File: src/vvc_defs.svh
// register offsets, field positions, reset values and timing counts for the vbus/vconn control bank
`ifndef VVC_DEFS_SVH
`define VVC_DEFS_SVH

// ----------------------------------------------------------------
// byte addresses (each 16-bit register is a low byte then a high byte)
// ----------------------------------------------------------------
`define VVC_ADDR_W          16
`define VVC_OFF_CONTROL     16'h0840
`define VVC_OFF_THR0        16'h0842
`define VVC_OFF_THR1        16'h0844
`define VVC_OFF_THR2        16'h0846
`define VVC_OFF_THR3        16'h0848
`define VVC_NUM_THR         4

// ----------------------------------------------------------------
// control register fields (bit positions in the 16-bit word)
// ----------------------------------------------------------------
`define VVC_BIT_BACKDRIVE   11
`define VVC_BIT_LOW_CUR     10
`define VVC_FLD_OC_HOLD_HI  9
`define VVC_FLD_OC_HOLD_LO  8
`define VVC_BIT_DB_ACTIVE   7
`define VVC_BIT_OCS_EN      6
`define VVC_FLD_DISCH_HI    5
`define VVC_FLD_DISCH_LO    4
`define VVC_BIT_FET2        3
`define VVC_BIT_FET1        2
`define VVC_FLD_COMP_HI     1
`define VVC_FLD_COMP_LO     0

// ----------------------------------------------------------------
// reset values
// ----------------------------------------------------------------
`define VVC_RST_THR0        10'h094
`define VVC_RST_THR_OTHER   10'h0DE

// ----------------------------------------------------------------
// timing
// ----------------------------------------------------------------
`define VVC_CLK_KHZ         125000
`define VVC_OC_HOLD0_MS     5
`define VVC_OC_HOLD1_MS     10
`define VVC_OC_HOLD2_MS     20
`define VVC_OC_HOLD3_MS     30
`define VVC_MS_TO_CYC(ms)   ((ms) * `VVC_CLK_KHZ)
`define VVC_OC_CNT_W        22

`endif

File: src/vvc_pkg.sv
// types shared by the vbus/vconn control bank
package vvc_pkg;

	// comparator source field
	typedef enum logic [1:0] {
		VVC_COMP_OFF  = 2'h0,
		VVC_COMP_VBUS = 2'h1,
		VVC_COMP_CFG0 = 2'h2,
		VVC_COMP_CFG1 = 2'h3
	} vvc_comp_e;

	// cable power discharge policy field
	typedef enum logic [1:0] {
		VVC_DIS_EITHER = 2'h0,
		VVC_DIS_NONE   = 2'h1,
		VVC_DIS_LEVEL  = 2'h2,
		VVC_DIS_TIME   = 2'h3
	} vvc_disch_e;

	// discharge sequencer states
	typedef enum logic [1:0] {
		VVC_ST_IDLE = 2'h0,
		VVC_ST_RUN  = 2'h1,
		VVC_ST_END  = 2'h3
	} vvc_state_e;

endpackage

File: src/vvc_regs.sv
// vbus/vconn control and threshold registers with fet, discharge and over-current hold logic
`timescale 1ns/1ps
`default_nettype none
`include "vvc_defs.svh"

module vvc_regs
	import vvc_pkg::*;
#(
	parameter int unsigned OC_HOLD0_CYC = `VVC_MS_TO_CYC(`VVC_OC_HOLD0_MS),
	parameter int unsigned OC_HOLD1_CYC = `VVC_MS_TO_CYC(`VVC_OC_HOLD1_MS),
	parameter int unsigned OC_HOLD2_CYC = `VVC_MS_TO_CYC(`VVC_OC_HOLD2_MS),
	parameter int unsigned OC_HOLD3_CYC = `VVC_MS_TO_CYC(`VVC_OC_HOLD3_MS)
) (
	input  wire logic        ref_clk_i,
	input  wire logic        resetn_i,
	// register port
	input  wire logic [15:0] reg_addr_i,
	input  wire logic [7:0]  reg_wdata_i,
	input  wire logic        reg_wr_i,
	input  wire logic        reg_rd_i,
	output logic      [7:0]  reg_rdata_o,
	// operating mode straps (pins)
	input  wire logic        mode_standalone_i,
	input  wire logic        mode_dfp_i,
	// analog monitors (pins)
	input  wire logic        cc1_backdrive_i,
	input  wire logic        cc2_backdrive_i,
	input  wire logic        vconn_ocs_i,
	input  wire logic        vbus_overcurrent_i,
	input  wire logic        cable_power_discharge_level_i,
	// on-chip partners
	input  wire logic        supply_debounce_active_i,
	input  wire logic        cfg_sample_done_i,
	input  wire logic        vbus_discharging_i,
	input  wire logic        discharge_select_i,
	input  wire logic [1:0]  sa_vconn_req_i,
	input  wire logic        cable_power_discharge_time_i,
	// outputs to the power path
	output logic             vconn1_fet_en_o,
	output logic             vconn2_fet_en_o,
	output logic      [1:0]  vconn_discharge_o,
	output logic             cable_power_discharge_error_o,
	output logic      [1:0]  comp_source_o,
	output logic             comp_enable_o,
	output logic             low_current_indicate_o,
	output logic             overcurrent_flag_n_o,
	output logic      [9:0]  vbus_threshold0_o,
	output logic      [9:0]  vbus_threshold1_o,
	output logic      [9:0]  vbus_threshold2_o,
	output logic      [9:0]  vbus_threshold3_o
);

	// ----------------------------------------------------------------
	// functions
	// ----------------------------------------------------------------
	// word offset of a byte address
	function automatic logic [15:0] word_addr(input logic [15:0] a);
		word_addr = {a[15:1], 1'b0};
	endfunction

	// index of the threshold register at a byte address, with hit flag
	function automatic logic [2:0] thr_hit(input logic [15:0] a);
		logic [15:0] w;
		w = word_addr(a);
		case (w)
			`VVC_OFF_THR0: thr_hit = 3'h4;
			`VVC_OFF_THR1: thr_hit = 3'h5;
			`VVC_OFF_THR2: thr_hit = 3'h6;
			`VVC_OFF_THR3: thr_hit = 3'h7;
			default:       thr_hit = 3'h0;
		endcase
	endfunction

	// ----------------------------------------------------------------
	// pin synchronisers
	// ----------------------------------------------------------------
	localparam int SYN_W = 7;
	logic [SYN_W-1:0] syn1_q;
	logic [SYN_W-1:0] syn2_q;
	wire  [SYN_W-1:0] pins_raw = {mode_standalone_i, mode_dfp_i, cc1_backdrive_i, cc2_backdrive_i,
	                              vconn_ocs_i, vbus_overcurrent_i, cable_power_discharge_level_i};

	always_ff @(posedge ref_clk_i or negedge resetn_i) begin
		if (!resetn_i) begin
			syn1_q <= '0;
			syn2_q <= '0;
		end else begin
			syn1_q <= pins_raw;
			syn2_q <= syn1_q;
		end
	end

	wire standalone_s, dfp_s, bd1_s, bd2_s, ocs_s, vbus_oc_s, level_s;
	assign {standalone_s, dfp_s, bd1_s, bd2_s, ocs_s, vbus_oc_s, level_s} = syn2_q;

	wire sa_dfp = standalone_s & dfp_s;
	wire sa_ufp = standalone_s & ~dfp_s;

	// ----------------------------------------------------------------
	// register decode
	// ----------------------------------------------------------------
	wire        ctl_hit  = (word_addr(reg_addr_i) == `VVC_OFF_CONTROL);
	wire [2:0]  thr_sel  = thr_hit(reg_addr_i);
	wire        thr_any  = thr_sel[2];
	wire [1:0]  thr_idx  = thr_sel[1:0];
	wire        hi_byte  = reg_addr_i[0];
	wire        ctl_wr_lo = reg_wr_i & ctl_hit & ~hi_byte;
	wire        ctl_wr_hi = reg_wr_i & ctl_hit & hi_byte;

	// ----------------------------------------------------------------
	// control register state
	// ----------------------------------------------------------------
	logic       backdrive_en_q;
	logic       low_cur_en_q;
	logic [1:0] oc_hold_sel_q;
	logic       ocs_en_q;
	logic [1:0] disch_mode_q;
	logic       fet1_q;
	logic       fet2_q;
	logic [1:0] comp_q;
	logic [1:0] init_cnt_q;
	logic       ocs_s_q;
	logic       err_q;
	logic       err_d;

	// mode straps are valid once they have crossed the synchroniser
	wire init_load = (init_cnt_q == 2'h2);
	wire ocs_event = ocs_s & ~ocs_s_q & ocs_en_q;
	wire bd1_trip  = backdrive_en_q & bd1_s & vconn1_fet_en_o;
	wire bd2_trip  = backdrive_en_q & bd2_s & vconn2_fet_en_o;
	wire cfg_done  = cfg_sample_done_i & comp_q[1];

	logic [1:0] comp_wr;
	assign comp_wr = reg_wdata_i[`VVC_FLD_COMP_HI:`VVC_FLD_COMP_LO];

	always_ff @(posedge ref_clk_i or negedge resetn_i) begin
		if (!resetn_i) begin
			init_cnt_q <= 2'h0;
		end else if (init_cnt_q != 2'h3) begin
			init_cnt_q <= init_cnt_q + 2'h1;
		end
	end

	always_ff @(posedge ref_clk_i or negedge resetn_i) begin
		if (!resetn_i) begin
			backdrive_en_q <= 1'b0;
			ocs_en_q       <= 1'b0;
			low_cur_en_q   <= 1'b0;
			oc_hold_sel_q  <= 2'h0;
			disch_mode_q   <= VVC_DIS_EITHER;
		end else if (init_load) begin
			backdrive_en_q <= sa_dfp;
			ocs_en_q       <= sa_dfp;
		end else begin
			if (ctl_wr_hi) begin
				backdrive_en_q <= reg_wdata_i[`VVC_BIT_BACKDRIVE-8];
				low_cur_en_q   <= reg_wdata_i[`VVC_BIT_LOW_CUR-8];
				oc_hold_sel_q  <= reg_wdata_i[`VVC_FLD_OC_HOLD_HI-8:`VVC_FLD_OC_HOLD_LO-8];
			end
			if (ctl_wr_lo) begin
				ocs_en_q     <= reg_wdata_i[`VVC_BIT_OCS_EN];
				disch_mode_q <= reg_wdata_i[`VVC_FLD_DISCH_HI:`VVC_FLD_DISCH_LO];
			end
		end
	end

	// fet enables: hardware clears win over a write in the same cycle
	wire fet1_clr = err_q | (bd1_trip & ~standalone_s);
	wire fet2_clr = err_q | (bd2_trip & ~standalone_s);
	wire fet1_d   = ~fet1_clr & (ctl_wr_lo ? reg_wdata_i[`VVC_BIT_FET1] : fet1_q);
	wire fet2_d   = ~fet2_clr & (ctl_wr_lo ? reg_wdata_i[`VVC_BIT_FET2] : fet2_q);

	always_ff @(posedge ref_clk_i or negedge resetn_i) begin
		if (!resetn_i) begin
			fet1_q <= 1'b0;
			fet2_q <= 1'b0;
		end else begin
			fet1_q <= fet1_d;
			fet2_q <= fet2_d;
		end
	end

	// comparator source field
	always_ff @(posedge ref_clk_i or negedge resetn_i) begin
		if (!resetn_i) begin
			comp_q <= VVC_COMP_OFF;
		end else if (sa_ufp) begin
			comp_q <= VVC_COMP_VBUS;
		end else if (ctl_wr_lo) begin
			comp_q <= comp_wr;
		end else if (cfg_done) begin
			comp_q <= VVC_COMP_OFF;
		end
	end

	assign comp_source_o = comp_q;
	assign comp_enable_o = (comp_q != VVC_COMP_OFF);

	// ----------------------------------------------------------------
	// fet outputs
	// ----------------------------------------------------------------
	// in standalone mode the fets follow the standalone policy request, cut off by back-drive
	logic [1:0] sa_trip_q;

	always_ff @(posedge ref_clk_i or negedge resetn_i) begin
		if (!resetn_i) begin
			sa_trip_q <= 2'h0;
		end else begin
			sa_trip_q[0] <= (sa_trip_q[0] | bd1_trip | err_d) & sa_vconn_req_i[0];
			sa_trip_q[1] <= (sa_trip_q[1] | bd2_trip | err_d) & sa_vconn_req_i[1];
		end
	end

	always_ff @(posedge ref_clk_i or negedge resetn_i) begin
		if (!resetn_i) begin
			vconn1_fet_en_o <= 1'b0;
			vconn2_fet_en_o <= 1'b0;
		end else if (standalone_s) begin
			vconn1_fet_en_o <= sa_vconn_req_i[0] & ~sa_trip_q[0] & ~bd1_trip & ~err_d;
			vconn2_fet_en_o <= sa_vconn_req_i[1] & ~sa_trip_q[1] & ~bd2_trip & ~err_d;
		end else begin
			// outputs drop on the same edge that raises the error pulse
			vconn1_fet_en_o <= fet1_q & ~bd1_trip & ~err_q & ~err_d;
			vconn2_fet_en_o <= fet2_q & ~bd2_trip & ~err_q & ~err_d;
		end
	end

	// ----------------------------------------------------------------
	// cable power discharge sequencer
	// ----------------------------------------------------------------
	vvc_state_e st_q;
	vvc_state_e st_d;
	logic [1:0] supplier_q;
	logic       fets_on_q;
	logic       time_err;

	wire fets_on    = vconn1_fet_en_o | vconn2_fet_en_o;
	wire disch_go   = sa_dfp & fets_on_q & ~fets_on & (disch_mode_q != VVC_DIS_NONE);
	wire stop_level = level_s & ((disch_mode_q == VVC_DIS_EITHER) | (disch_mode_q == VVC_DIS_LEVEL));
	wire stop_time  = cable_power_discharge_time_i &
	                  ((disch_mode_q == VVC_DIS_EITHER) | (disch_mode_q == VVC_DIS_TIME));
	assign time_err = (st_q == VVC_ST_RUN) & cable_power_discharge_time_i & ~level_s &
	                  (disch_mode_q == VVC_DIS_EITHER);
	assign err_d    = ocs_event | time_err;

	always_comb begin
		st_d = st_q;
		case (st_q)
			VVC_ST_IDLE: begin
				if (disch_go) begin
					st_d = VVC_ST_RUN;
				end
			end
			VVC_ST_RUN: begin
				if (stop_level || stop_time || !sa_dfp) begin
					st_d = VVC_ST_END;
				end
			end
			VVC_ST_END: st_d = VVC_ST_IDLE;
			default:    st_d = VVC_ST_IDLE;
		endcase
	end

	always_ff @(posedge ref_clk_i or negedge resetn_i) begin
		if (!resetn_i) begin
			st_q       <= VVC_ST_IDLE;
			supplier_q <= 2'h0;
			fets_on_q  <= 1'b0;
			ocs_s_q    <= 1'b0;
			err_q      <= 1'b0;
		end else begin
			st_q      <= st_d;
			fets_on_q <= fets_on;
			ocs_s_q   <= ocs_s;
			err_q     <= err_d;
			if (fets_on) begin
				supplier_q <= {vconn2_fet_en_o, vconn1_fet_en_o};
			end
		end
	end

	assign vconn_discharge_o             = (st_q == VVC_ST_RUN) ? supplier_q : 2'h0;
	assign cable_power_discharge_error_o = err_q;

	// ----------------------------------------------------------------
	// low-current indication
	// ----------------------------------------------------------------
	always_ff @(posedge ref_clk_i or negedge resetn_i) begin
		if (!resetn_i) begin
			low_current_indicate_o <= 1'b0;
		end else begin
			low_current_indicate_o <= standalone_s & vbus_discharging_i &
			                          ~discharge_select_i & low_cur_en_q;
		end
	end

	// ----------------------------------------------------------------
	// over-current output with minimum hold in standalone dfp mode
	// ----------------------------------------------------------------
	logic [`VVC_OC_CNT_W-1:0] oc_cnt_q;
	wire  [`VVC_OC_CNT_W-1:0] oc_hold_len = (oc_hold_sel_q == 2'h0) ? `VVC_OC_CNT_W'(OC_HOLD0_CYC) :
	                                        (oc_hold_sel_q == 2'h1) ? `VVC_OC_CNT_W'(OC_HOLD1_CYC) :
	                                        (oc_hold_sel_q == 2'h2) ? `VVC_OC_CNT_W'(OC_HOLD2_CYC) :
	                                                                  `VVC_OC_CNT_W'(OC_HOLD3_CYC);

	wire oc_held = (oc_cnt_q != '0);

	always_ff @(posedge ref_clk_i or negedge resetn_i) begin
		if (!resetn_i) begin
			oc_cnt_q <= '0;
		end else if (sa_dfp && vbus_oc_s && !oc_held && overcurrent_flag_n_o) begin
			oc_cnt_q <= oc_hold_len - `VVC_OC_CNT_W'(1);
		end else if (oc_held) begin
			oc_cnt_q <= oc_cnt_q - `VVC_OC_CNT_W'(1);
		end
	end

	always_ff @(posedge ref_clk_i or negedge resetn_i) begin
		if (!resetn_i) begin
			overcurrent_flag_n_o <= 1'b1;
		end else begin
			overcurrent_flag_n_o <= ~(vbus_oc_s | (sa_dfp & oc_held));
		end
	end

	// ----------------------------------------------------------------
	// thresholds
	// ----------------------------------------------------------------
	logic [9:0] thr_q [`VVC_NUM_THR];
	logic [7:0] thr_lo_q [`VVC_NUM_THR];

	always_ff @(posedge ref_clk_i or negedge resetn_i) begin
		if (!resetn_i) begin
			for (int i = 0; i < `VVC_NUM_THR; i++) begin
				thr_q[i]    <= (i == 0) ? `VVC_RST_THR0 : `VVC_RST_THR_OTHER;
				thr_lo_q[i] <= '0;
			end
		end else if (reg_wr_i && thr_any) begin
			if (!hi_byte) begin
				thr_lo_q[thr_idx] <= reg_wdata_i;
			end else begin
				thr_q[thr_idx] <= {reg_wdata_i[1:0], thr_lo_q[thr_idx]};
			end
		end
	end

	assign vbus_threshold0_o = thr_q[0];
	assign vbus_threshold1_o = thr_q[1];
	assign vbus_threshold2_o = thr_q[2];
	assign vbus_threshold3_o = thr_q[3];

	// ----------------------------------------------------------------
	// read path
	// ----------------------------------------------------------------
	wire [15:0] ctl_word = {4'h0, backdrive_en_q, low_cur_en_q, oc_hold_sel_q,
	                        supply_debounce_active_i, ocs_en_q, disch_mode_q,
	                        fet2_q, fet1_q, comp_q};
	wire [15:0] thr_word = {6'h00, thr_q[thr_idx]};
	wire [15:0] rd_word  = ctl_hit ? ctl_word : (thr_any ? thr_word : 16'h0000);
	wire [7:0]  rd_byte  = hi_byte ? rd_word[15:8] : rd_word[7:0];

	always_ff @(posedge ref_clk_i or negedge resetn_i) begin
		if (!resetn_i) begin
			reg_rdata_o <= 8'h00;
		end else begin
			reg_rdata_o <= reg_rd_i ? rd_byte : 8'h00;
		end
	end

endmodule
`default_nettype wire
File: config.mk
export PLATFORM = sky130hd
export DESIGN_NAME = vvc_regs
export DESIGN_NICKNAME = d
export VERILOG_FILES = /design/src/vvc_pkg.sv /design/src/vvc_regs.sv
export VERILOG_INCLUDE_DIRS = /design/src /design/src/src
export SDC_FILE = /design/constraint.sdc
export NUM_CORES = 1
export LEC_CHECK = 0
export BUFFER_PORTS_ARGS = -buffer_cell sky130_fd_sc_hd__buf_2
export CAP_MARGIN = 20
export CORE_MARGIN = 1.5
export CORE_UTILIZATION = 44
export CTS_CLUSTER_SIZE = 30
export DETAILED_ROUTE_END_ITERATION = 8
export HOLD_SLACK_MARGIN = 0.05
export PLACE_DENSITY = 0.73
export SLEW_MARGIN = 20
export SYNTH_ARGS = -nofsm -noshare
export SYNTH_HDL_FRONTEND = slang
export SYNTH_SLANG_ARGS = --single-unit
export TNS_END_PERCENT = 10
File: constraint.sdc
create_clock -name ref_clk_i -period 2.2 [get_ports ref_clk_i]
set_input_delay 0.11 -clock ref_clk_i [delete_from_list [all_inputs] [get_ports ref_clk_i]]
set_output_delay 0.11 -clock ref_clk_i [all_outputs]
set_load 0.01 [all_outputs]
Word level (Yosys, flattened, before mapping)

Cells that the tools add are included.

Bits in registers: 142
Bits in latches: 0
RAM bits: 0
Memory bits (read-only): 0
Bits of input ports: 42
Memories: 0

Add/sub/neg operators: 3
$mul: 0
Div/mod/pow operators: 0
Magnitude comparators: 2
Equal/unequal tests: 15
Shifts and indexed selects: 0
Muxes and demuxes: 37
Bitwise operators: 71
Reduce and logical (&&, ||, !) cells: 23

Operators with widths:

| operator              | number |
|---|---|
| $mux 22               | 4 |
| $eq 15x11->1 const B  | 5 |
| $sub 22x1->22 const B | 2 |
| $and 1x1->1           | 42 |
| $bwmux 40             | 1 |
| $mux 10               | 4 |
| $mux 8                | 5 |
| $bwmux 32             | 1 |
| $reduce_bool 22->1    | 1 |
| $mux 21               | 1 |
| $bmux 10 s2           | 1 |
| $demux 10 s2          | 1 |
| $not 1->1             | 17 |
| $bmux 8 s2            | 1 |
| $demux 8 s2           | 1 |
| $mux 12               | 1 |
| $mux 2                | 6 |
| $pmux 3 s4            | 1 |
| $or 1x1->1            | 11 |
| $reduce_and 2->1      | 5 |
| $eq 2x2->1 const B    | 4 |
| $mux 1                | 8 |
| $reduce_bool 2->1     | 4 |
| $logic_not 2->1       | 3 |
| 12 further kinds      | 21 |

Depth between registers and ports, before layout

Gate-level depths: netlist (run 1).

Depth after elaboration: 10
Mapped depth: 8
Depth with buffers taken out: 7

Worst setup path before layout (run 1)

Ideal clock, no wire load.

Kind: reg2reg
Start: register oc_cnt_q[11]
End: register oc_cnt_q[19]
Data arrival time: 1.999 ns
Data required time: 2.063 ns
Slack: 0.063 ns
Stages on the path, launching flop included: 6
Path buffers: 0
Period minus slack after synthesis: 2.137 ns
Cell sequence: dfrtp_1 -> or4_4 -> nand2b_1 -> a2111oi_1 -> mux2i_1 -> o211ai_1

Word-level cells in the longest chain between the ends: 5
Elaborated cells on any way between the ends: 8
Those cells by class: add/sub: 1; mux: 2; reduce/logical: 5

Ends and longest elaborated chain:

| what                                                  | RTL line        | RTL |
|---|---|---|
| from (decl)                                           | vvc_regs.sv:300 | `` logic [`VVC_OC_CNT_W-1:0] oc_cnt_q; `` |
| from (signal assigned)                                | vvc_regs.sv:312 | `` oc_cnt_q <= oc_hold_len - `VVC_OC_CNT_W'(1); `` |
| from (signal assigned)                                | vvc_regs.sv:314 | `` oc_cnt_q <= oc_cnt_q - `VVC_OC_CNT_W'(1); `` |
| branches (longest 5 deep; another with $sub 22x1->22) | n/a             |  |

Parallel ways; which one is timed is not known. The select of a mux whose other input is x is not followed.
A chain may end at the register's enable or synchronous reset.

Final worst setup path (run 1)

Same ends and word-level chain as after synthesis.

==> results of run 1 <==
-- cell usage in the layout (no fill, tap or decap), types with 4 or more instances in the layout --
| cell | instances |
|---|---|
| nand3b_1 | 5 |
| and2_1 | 7 |
| ha_1 | 11 |
| clkbuf_1 | 4 |
| nor3b_1 | 5 |
| a21oi_1 | 34 |
| nand2_1 | 58 |
| o21ai_0 | 60 |
| a21o_1 | 5 |
| xnor2_1 | 10 |
| inv_1 | 16 |
| nor3_1 | 17 |
| dfrtp_1 | 120 |
| buf_2 | 98 |
| a22o_1 | 14 |
| buf_12 | 4 |
| a211oi_1 | 7 |
| mux2i_1 | 9 |
| dlygate4sd3_1 | 23 |
| clkinvlp_4 | 4 |
| mux2_4 | 8 |
| or2_2 | 4 |
| clkbuf_16 | 17 |
| a31oi_1 | 6 |
| dfstp_2 | 22 |
| mux2_2 | 49 |
| nand3_1 | 18 |
| buf_4 | 47 |
| nor4_1 | 11 |
| nor2_1 | 22 |
-- cell type report --
| type | instances | area (sq um) |
|---|---|---|
| repair buffers | 174 | 1176 |
| clock inverters | 10 | 85.08 |
| inverters | 16 | 60.06 |
| flip-flops and latches | 142 | 3581 |
| well taps | 188 | 235.2 |
| multi-input cells | 428 | 3002 |
| clock buffers | 22 | 454.2 |
| fillers | 1274 | 6496 |
-- worst max-delay path, delay by kind of cell (launching register included) --
kind            cells  cell delay (ps)
simple gates        3             1350
flops               1              430
compound gates      1              100
buf+inv             1              200
-- per-stage QoR --
stage,setup WS (ps),setup TNS [ps],power (W),hold WS (ps)
3_3_place_gp,0.6481,0,0.003693,81.54
3_5_place_dp,-22.61,-146.6,0.003743,89.76
5_1_grt,-63.90,-81.94,0.006624,76.94
4_1_cts,8.785,0,0.006387,59.60
6_report,33.26,0,0.006359,67.56
2_1_floorplan,63.45,0,0.003424,-185.6
-- power by group through the flow --
stage / Clock, W / Combinational (W) / Sequential [W]
finish: 0.00262 / 0.000725 / 0.00302
global route: 0.00277 / 0.000806 / 0.00305
CTS: 0.00265 / 0.000722 / 0.00301
detailed placement: 0 / 0.000690 / 0.00305
global placement: 0 / 0.000658 / 0.00304
floorplan: 0 / 0.000415 / 0.00301
-- flip-flops by register name, indices dropped and copies added (netlist names), 7 cells and up --
name,flops
oc_cnt_q,22
vbus_threshold0_o,10
vbus_threshold2_o,10
reg_rdata_o,8
syn2_q,7
vbus_threshold1_o,10
syn1_q,7
vbus_threshold3_o,10
thr_lo_q,32
-- worst paths after layout --
check | startpoint | end | cells after the start
max | oc_cnt_q[11] | oc_cnt_q[19] | 5
min | reg_wdata_i[1] | oc_hold_sel_q[1] | 3
max reg2reg | oc_cnt_q[11] | oc_cnt_q[19] | 5
min in group asynchronous | resetn_i | oc_cnt_q[16] | 2
max in group asynchronous | resetn_i | vbus_threshold1_o[6] | 3
min reg2reg | syn1_q[3] | syn2_q[3] | 0
-- layer usage --
metal  GRT usage (%)  share of wire, %  vias to the layer above  wire length, um
li1                -                 -                     2571                -
met1           28.97                43                     2733             7648
met2           38.36                50                      163             8895
met3           4.513               4.2                       41              755
met4           10.23               2.9                        0              508
met5               0                 0                        -                0
-- what timing repair did --
action	in CTS	in global routing
setup endpoints to repair	0	11
buffers inserted	0	2
gates resized for setup	0	3
hold endpoints to repair	90	0
hold buffers	23	0
-- cell families after synthesis --
| family | count (synthesis) | synth area share [%] |
|---|---|---|
| AND/OR/NAND/NOR | 185 | 15.35 |
| AO/OA/AOI/OAI | 154 | 14.13 |
| flip-flops | 142 | 53.07 |
| multiplexers | 66 | 11.29 |
| buffers and inverters | 41 | 2.559 |
| XOR/XNOR | 12 | 1.558 |
| adder cells (fa/ha/maj) | 11 | 2.040 |
==> flow_summary.yaml, run 1 <==
timing:
  max_freq_mhz: 461.5
  finalMaxSlewViolations: 0
  timing.final.hold_violations: 0
  slew_headroom_pct: 52.50
  finalCriticalPeriod_ps: 2167
  skew_ps: 8.732
  rsz0062_at_grt: "true"
  tightest_slew_ps: 707.4
  setup_violations: 0
  min_period_over_period_pct: 98.49
outcome:
  status: "finished clean"
floorplanning:
  die_area_sq_um: 16090
  initial_core_util_pct: 44.72
  num_rows: 45
  core_sq_um: 15090
  die_w_um: 126.8
  pin_count: 100
  fp.dieH_um: 126.8
clock_tree:
  clockBufferDepth: 2
  cts_tree: "done"
  root_buffer: "clkbuf_16"
  clock_latency_ps: 420
  cts_buffers: 17
  htreeDepth: 4
  numClockSinks: 142
  cts.clk_slew.worst_paths_ps: 60
placed_design:
  io_buffer_count: 99
  place_area_sq_um: 7797
  gp_congestion: 0.8402
  hpwl_um: 12810
  dp.cells: 923
cells_and_area:
  final_area_sq_um: 8593
  syn_to_final_growth_pct: 27.35
  fin_util_pct: 56.95
  nNetsFinal: 832
  drive_above_1_share_pct: 34.60
  final_cells: 980
  antenna_cells: 0
synth:
  syn_area_per_cell_sq_um: 11.04
  synth_seq_cells: 142
  synth_top_area_cell: "dfrtp_1"
  ys_top_cells_by_count: "dfrtp_1, o21ai_0, nand2_1"
  syn_inst: 611
  synthFlopType: "dfrtp_1"
  synth-edff-count: 0
  ys_types: 67
  yosysMostFrequentCell: "dfrtp_1"
  syn_area_sq_um: 6748
  synth-async-reset-ratio_pct: 100.0
  synth_area_leaders: "dfrtp_1, dfstp_2, mux2_2, o21ai_0, nand2_1"
  ys_seq_area_share_pct: 53.07
  yosys.area.top_type_share_pct: 44.50
  syn-num-nets: 664
  yosys_warnings: 0
global_routing:
  grt_pass1_wl_um: 28660
  grtUsageTotal_pct: 22.94
  grt-ovfl-total: 0
  antenna_found_initial: 0
  grt_max_degree: 55
  grt_pass1_vias: 5631
worst_hold_path:
  min_path_type: "input pin to flip-flop"
worst_setup_path:
  crit_path_end_kind: "flip-flop"
  ff2ff_setup_slack_ps: 30
  critPathLaunchType: "flip-flop"
  cp_data_required_time_ps: 2530
  worst_path_max_delay_cell: "or4_4"
  cpPeakStageDelay_ps: 590
  crit_chain: "or4_4 -> nand3b_1 -> buf_4 -> or4_1 -> o211ai_1"
  cp_max_fo: 5
  crit_type: "flip-flop to flip-flop"
  cp_data_arrival_time_ps: 2500
routing:
  first_iter_violations: 411
  drc_errors: 0
  num_vias: 5508
  wl_per_cell_um: 18.17
  antenna_left: 0
  firstDrtPassIters: 5
  viasPerCell: 5.620
  finalWirelength_um: 17810
power_and_ir_drop:
  power_switching_share_pct: 26.84
  ir_worst_vdd_uv: 592.5
  power_density_nw_per_um2: 740.0
  p_comb_share_pct: 11.4
  p_clk_share_pct: 41.2
  p_int_w: 0.004652
  leakage_nw: 3.983
  p_seq_share_pct: 47.5
  switching_power_w: 0.001707
job:
  drv_cap: 0
No activity file was read; power rests on OpenSTA's default activity.
==> run 2: changes to the inputs <==
--- a/config.mk
+++ b/config.mk
@@ -13,7 +13,7 @@
 export CTS_CLUSTER_SIZE = 30
 export DETAILED_ROUTE_END_ITERATION = 8
 export HOLD_SLACK_MARGIN = 0.05
-export PLACE_DENSITY = 0.73
+export PLACE_DENSITY = 0.7
 export SLEW_MARGIN = 20
 export SYNTH_ARGS = -nofsm -noshare
 export SYNTH_HDL_FRONTEND = slang
==> constraint.sdc (replaced) <==
create_clock -name ref_clk_i -period 2.8 [get_ports ref_clk_i]
set_input_delay 0.14 -clock ref_clk_i [delete_from_list [all_inputs] [get_ports ref_clk_i]]
set_output_delay 0.14 -clock ref_clk_i [all_outputs]
set_load 0.01 [all_outputs]
==> flow_summary.yaml, run 2 (synthesized netlist as in run 1, its figures left out) <==
global_routing:
  grt_pass1_wl_um: 28760
  antenna_found_initial: 1
  grtUsageTotal_pct: 23.12
  grt-ovfl-total: 0
  grt_pass1_vias: 5665
  grt_max_degree: 79
floorplanning:
  fp.dieH_um: 126.8
  die_w_um: 126.8
  core_sq_um: 15090
  pin_count: 100
  num_rows: 45
  die_area_sq_um: 16090
  initial_core_util_pct: 44.72
clock_tree:
  root_buffer: "clkbuf_16"
  cts_tree: "done"
  post-cts-setup-buffer-count: 0
  numClockSinks: 142
  cts.clk_slew.worst_paths_ps: 60
  htreeDepth: 4
  clockBufferDepth: 2
  cts_buffers: 17
  clock_latency_ps: 420
placed_design:
  io_buffer_count: 99
  gp_congestion: 0.8611
  hpwl_um: 12530
worst_setup_path:
  crit_chain: "or4_4 -> and3b_1 -> nand2b_1 -> mux2_2 -> o21a_1"
  cpPeakStageDelay_ps: 590
  crit_type: "flip-flop to flip-flop"
  crit_path_end_kind: "flip-flop"
  cp_data_required_time_ps: 3110
  worst_path_max_delay_cell: "or4_4"
  critPathLaunchType: "flip-flop"
  cp_max_fo: 9
  cp_data_arrival_time_ps: 2590
timing:
  rsz0062_at_grt: "false"
  skew_ps: 11.49
  min_period_over_period_pct: 81.68
  finalMaxSlewViolations: 0
  tightest_slew_ps: 759.0
  timing.final.hold_violations: 0
  setup_violations: 0
  slew_headroom_pct: 49.04
  max_freq_mhz: 437.2
  finalCriticalPeriod_ps: 2287
  finalSetupTns_ps: 0
routing:
  first_iter_violations: 358
  num_vias: 5500
  antenna_left: 0
  viasPerCell: 5.820
  firstDrtPassIters: 5
  finalWirelength_um: 17930
  wl_per_cell_um: 18.97
  drc_errors: 0
cells_and_area:
  top_regs: "thr_lo_q (32), oc_cnt_q (22)"
  regMostFlops: "thr_lo_q"
  fill_cells: 1260
  nNetsFinal: 797
  antenna_cells: 0
  syn_to_final_growth_pct: 24.05
  multi_input_area_sq_um: 2994
  most-common-layout-cells: "dfrtp_1, buf_2, o21ai_0"
  seqCellArea_sq_um: 3581
  largest_reg_flops: 32
  drive_above_1_share_pct: 32.10
  final_common_cell: "dfrtp_1"
outcome:
  status: "finished clean"
power_and_ir_drop:
  p_clk_share_pct: 46.0
  p_int_w: 0.004060
  power_switching_share_pct: 24.46
  power_density_nw_per_um2: 642.1
  ir_worst_vdd_uv: 450.9
  switching_power_w: 0.001315
  p_comb_share_pct: 9.9
  leakage_nw: 3.871
  p_seq_share_pct: 44.1
  power_w: 0.005375
job:
  drv_cap: 0
worst_hold_path:
  min_path_type: "input pin to flip-flop"
run 2: cell count changes in the layout (fill, tap and decap cells not counted), sizes merged, moves of 3 or more:
cell         previous run  this run
buf                   151       120
bufinv                  0         5
clkinvlp                4         1
dlygate4sd3            23        19
run 2: power groups by stage:
| stage | registers (W) | clock network (W) | logic (W) |
|---|---|---|---|
| floorplan | 0.00236 | 0 | 0.000326 |
| global placement | 0.00239 | 0 | 0.000484 |
| detailed placement | 0.00240 | 0 | 0.000514 |
| CTS | 0.00237 | 0.00250 | 0.000537 |
| global route | 0.00239 | 0.00260 | 0.000595 |
| finish | 0.00237 | 0.00247 | 0.000533 |
run 2: critical path: cells and delay by family (launching register included):
family	cells	cell delay [ps]
AOI/OAI and AO/OA	1	170
muxes	1	370
DFF	1	430
and+or+nand+nor	3	1210
run 2: metrics by stage:
stage	worst slack (ps)	util [%]	cells	cell area (sq um)	hold slack, ps
after floorplan	646.8	-	611	6748	-155.6
after global placement	353.8	49.98	894	7542	220.6
after detailed placement	238.8	49.98	894	7542	235.1
after CTS	552.4	55.47	945	8371	57.05
after global routing	453.0	55.47	945	8371	75.31
final	512.9	55.47	945	8371	68.89
run 2: per-layer routing:
metal  global-route usage [%]  share of wire [%]
met3                    5.694                5.6
met4                    11.10                3.3
met2                    38.36                 49
met1                    28.40                 42
met5                        0              0.067
run 2: path summary, 6_finish.rpt:
kind	from	endpoint	slack (ps)	depth (start not counted)
worst max-delay path	oc_cnt_q[11]	oc_cnt_q[20]	510	5
max in group asynchronous	resetn_i	vbus_threshold1_o[1]	1600	3
worst max register to register	oc_cnt_q[11]	oc_cnt_q[20]	510	5
worst min register to register	syn1_q[2]	syn2_q[2]	350	0
min in group asynchronous	resetn_i	oc_cnt_q[4]	320	2
worst min-delay path	reg_wdata_i[2]	thr_lo_q[26]	70	2
run 2: what timing repair did:
| action | CTS | global route |
|---|---|---|
| resized for setup | 0 | 0 |
| endpoints found under the hold margin | 102 | 0 |
| hold buffers | 19 | 0 |
run 2: cell type report:
| type | instances | area share (%) |
|---|---|---|
| well taps | 188 | 2.810 |
| inverters | 16 | 0.7175 |
| clock buffers | 20 | 5.336 |
| flip-flops and latches | 142 | 42.78 |
| repair buffers | 139 | 10.30 |
| clock inverters | 12 | 2.287 |
| multi-input cells | 428 | 35.77 |
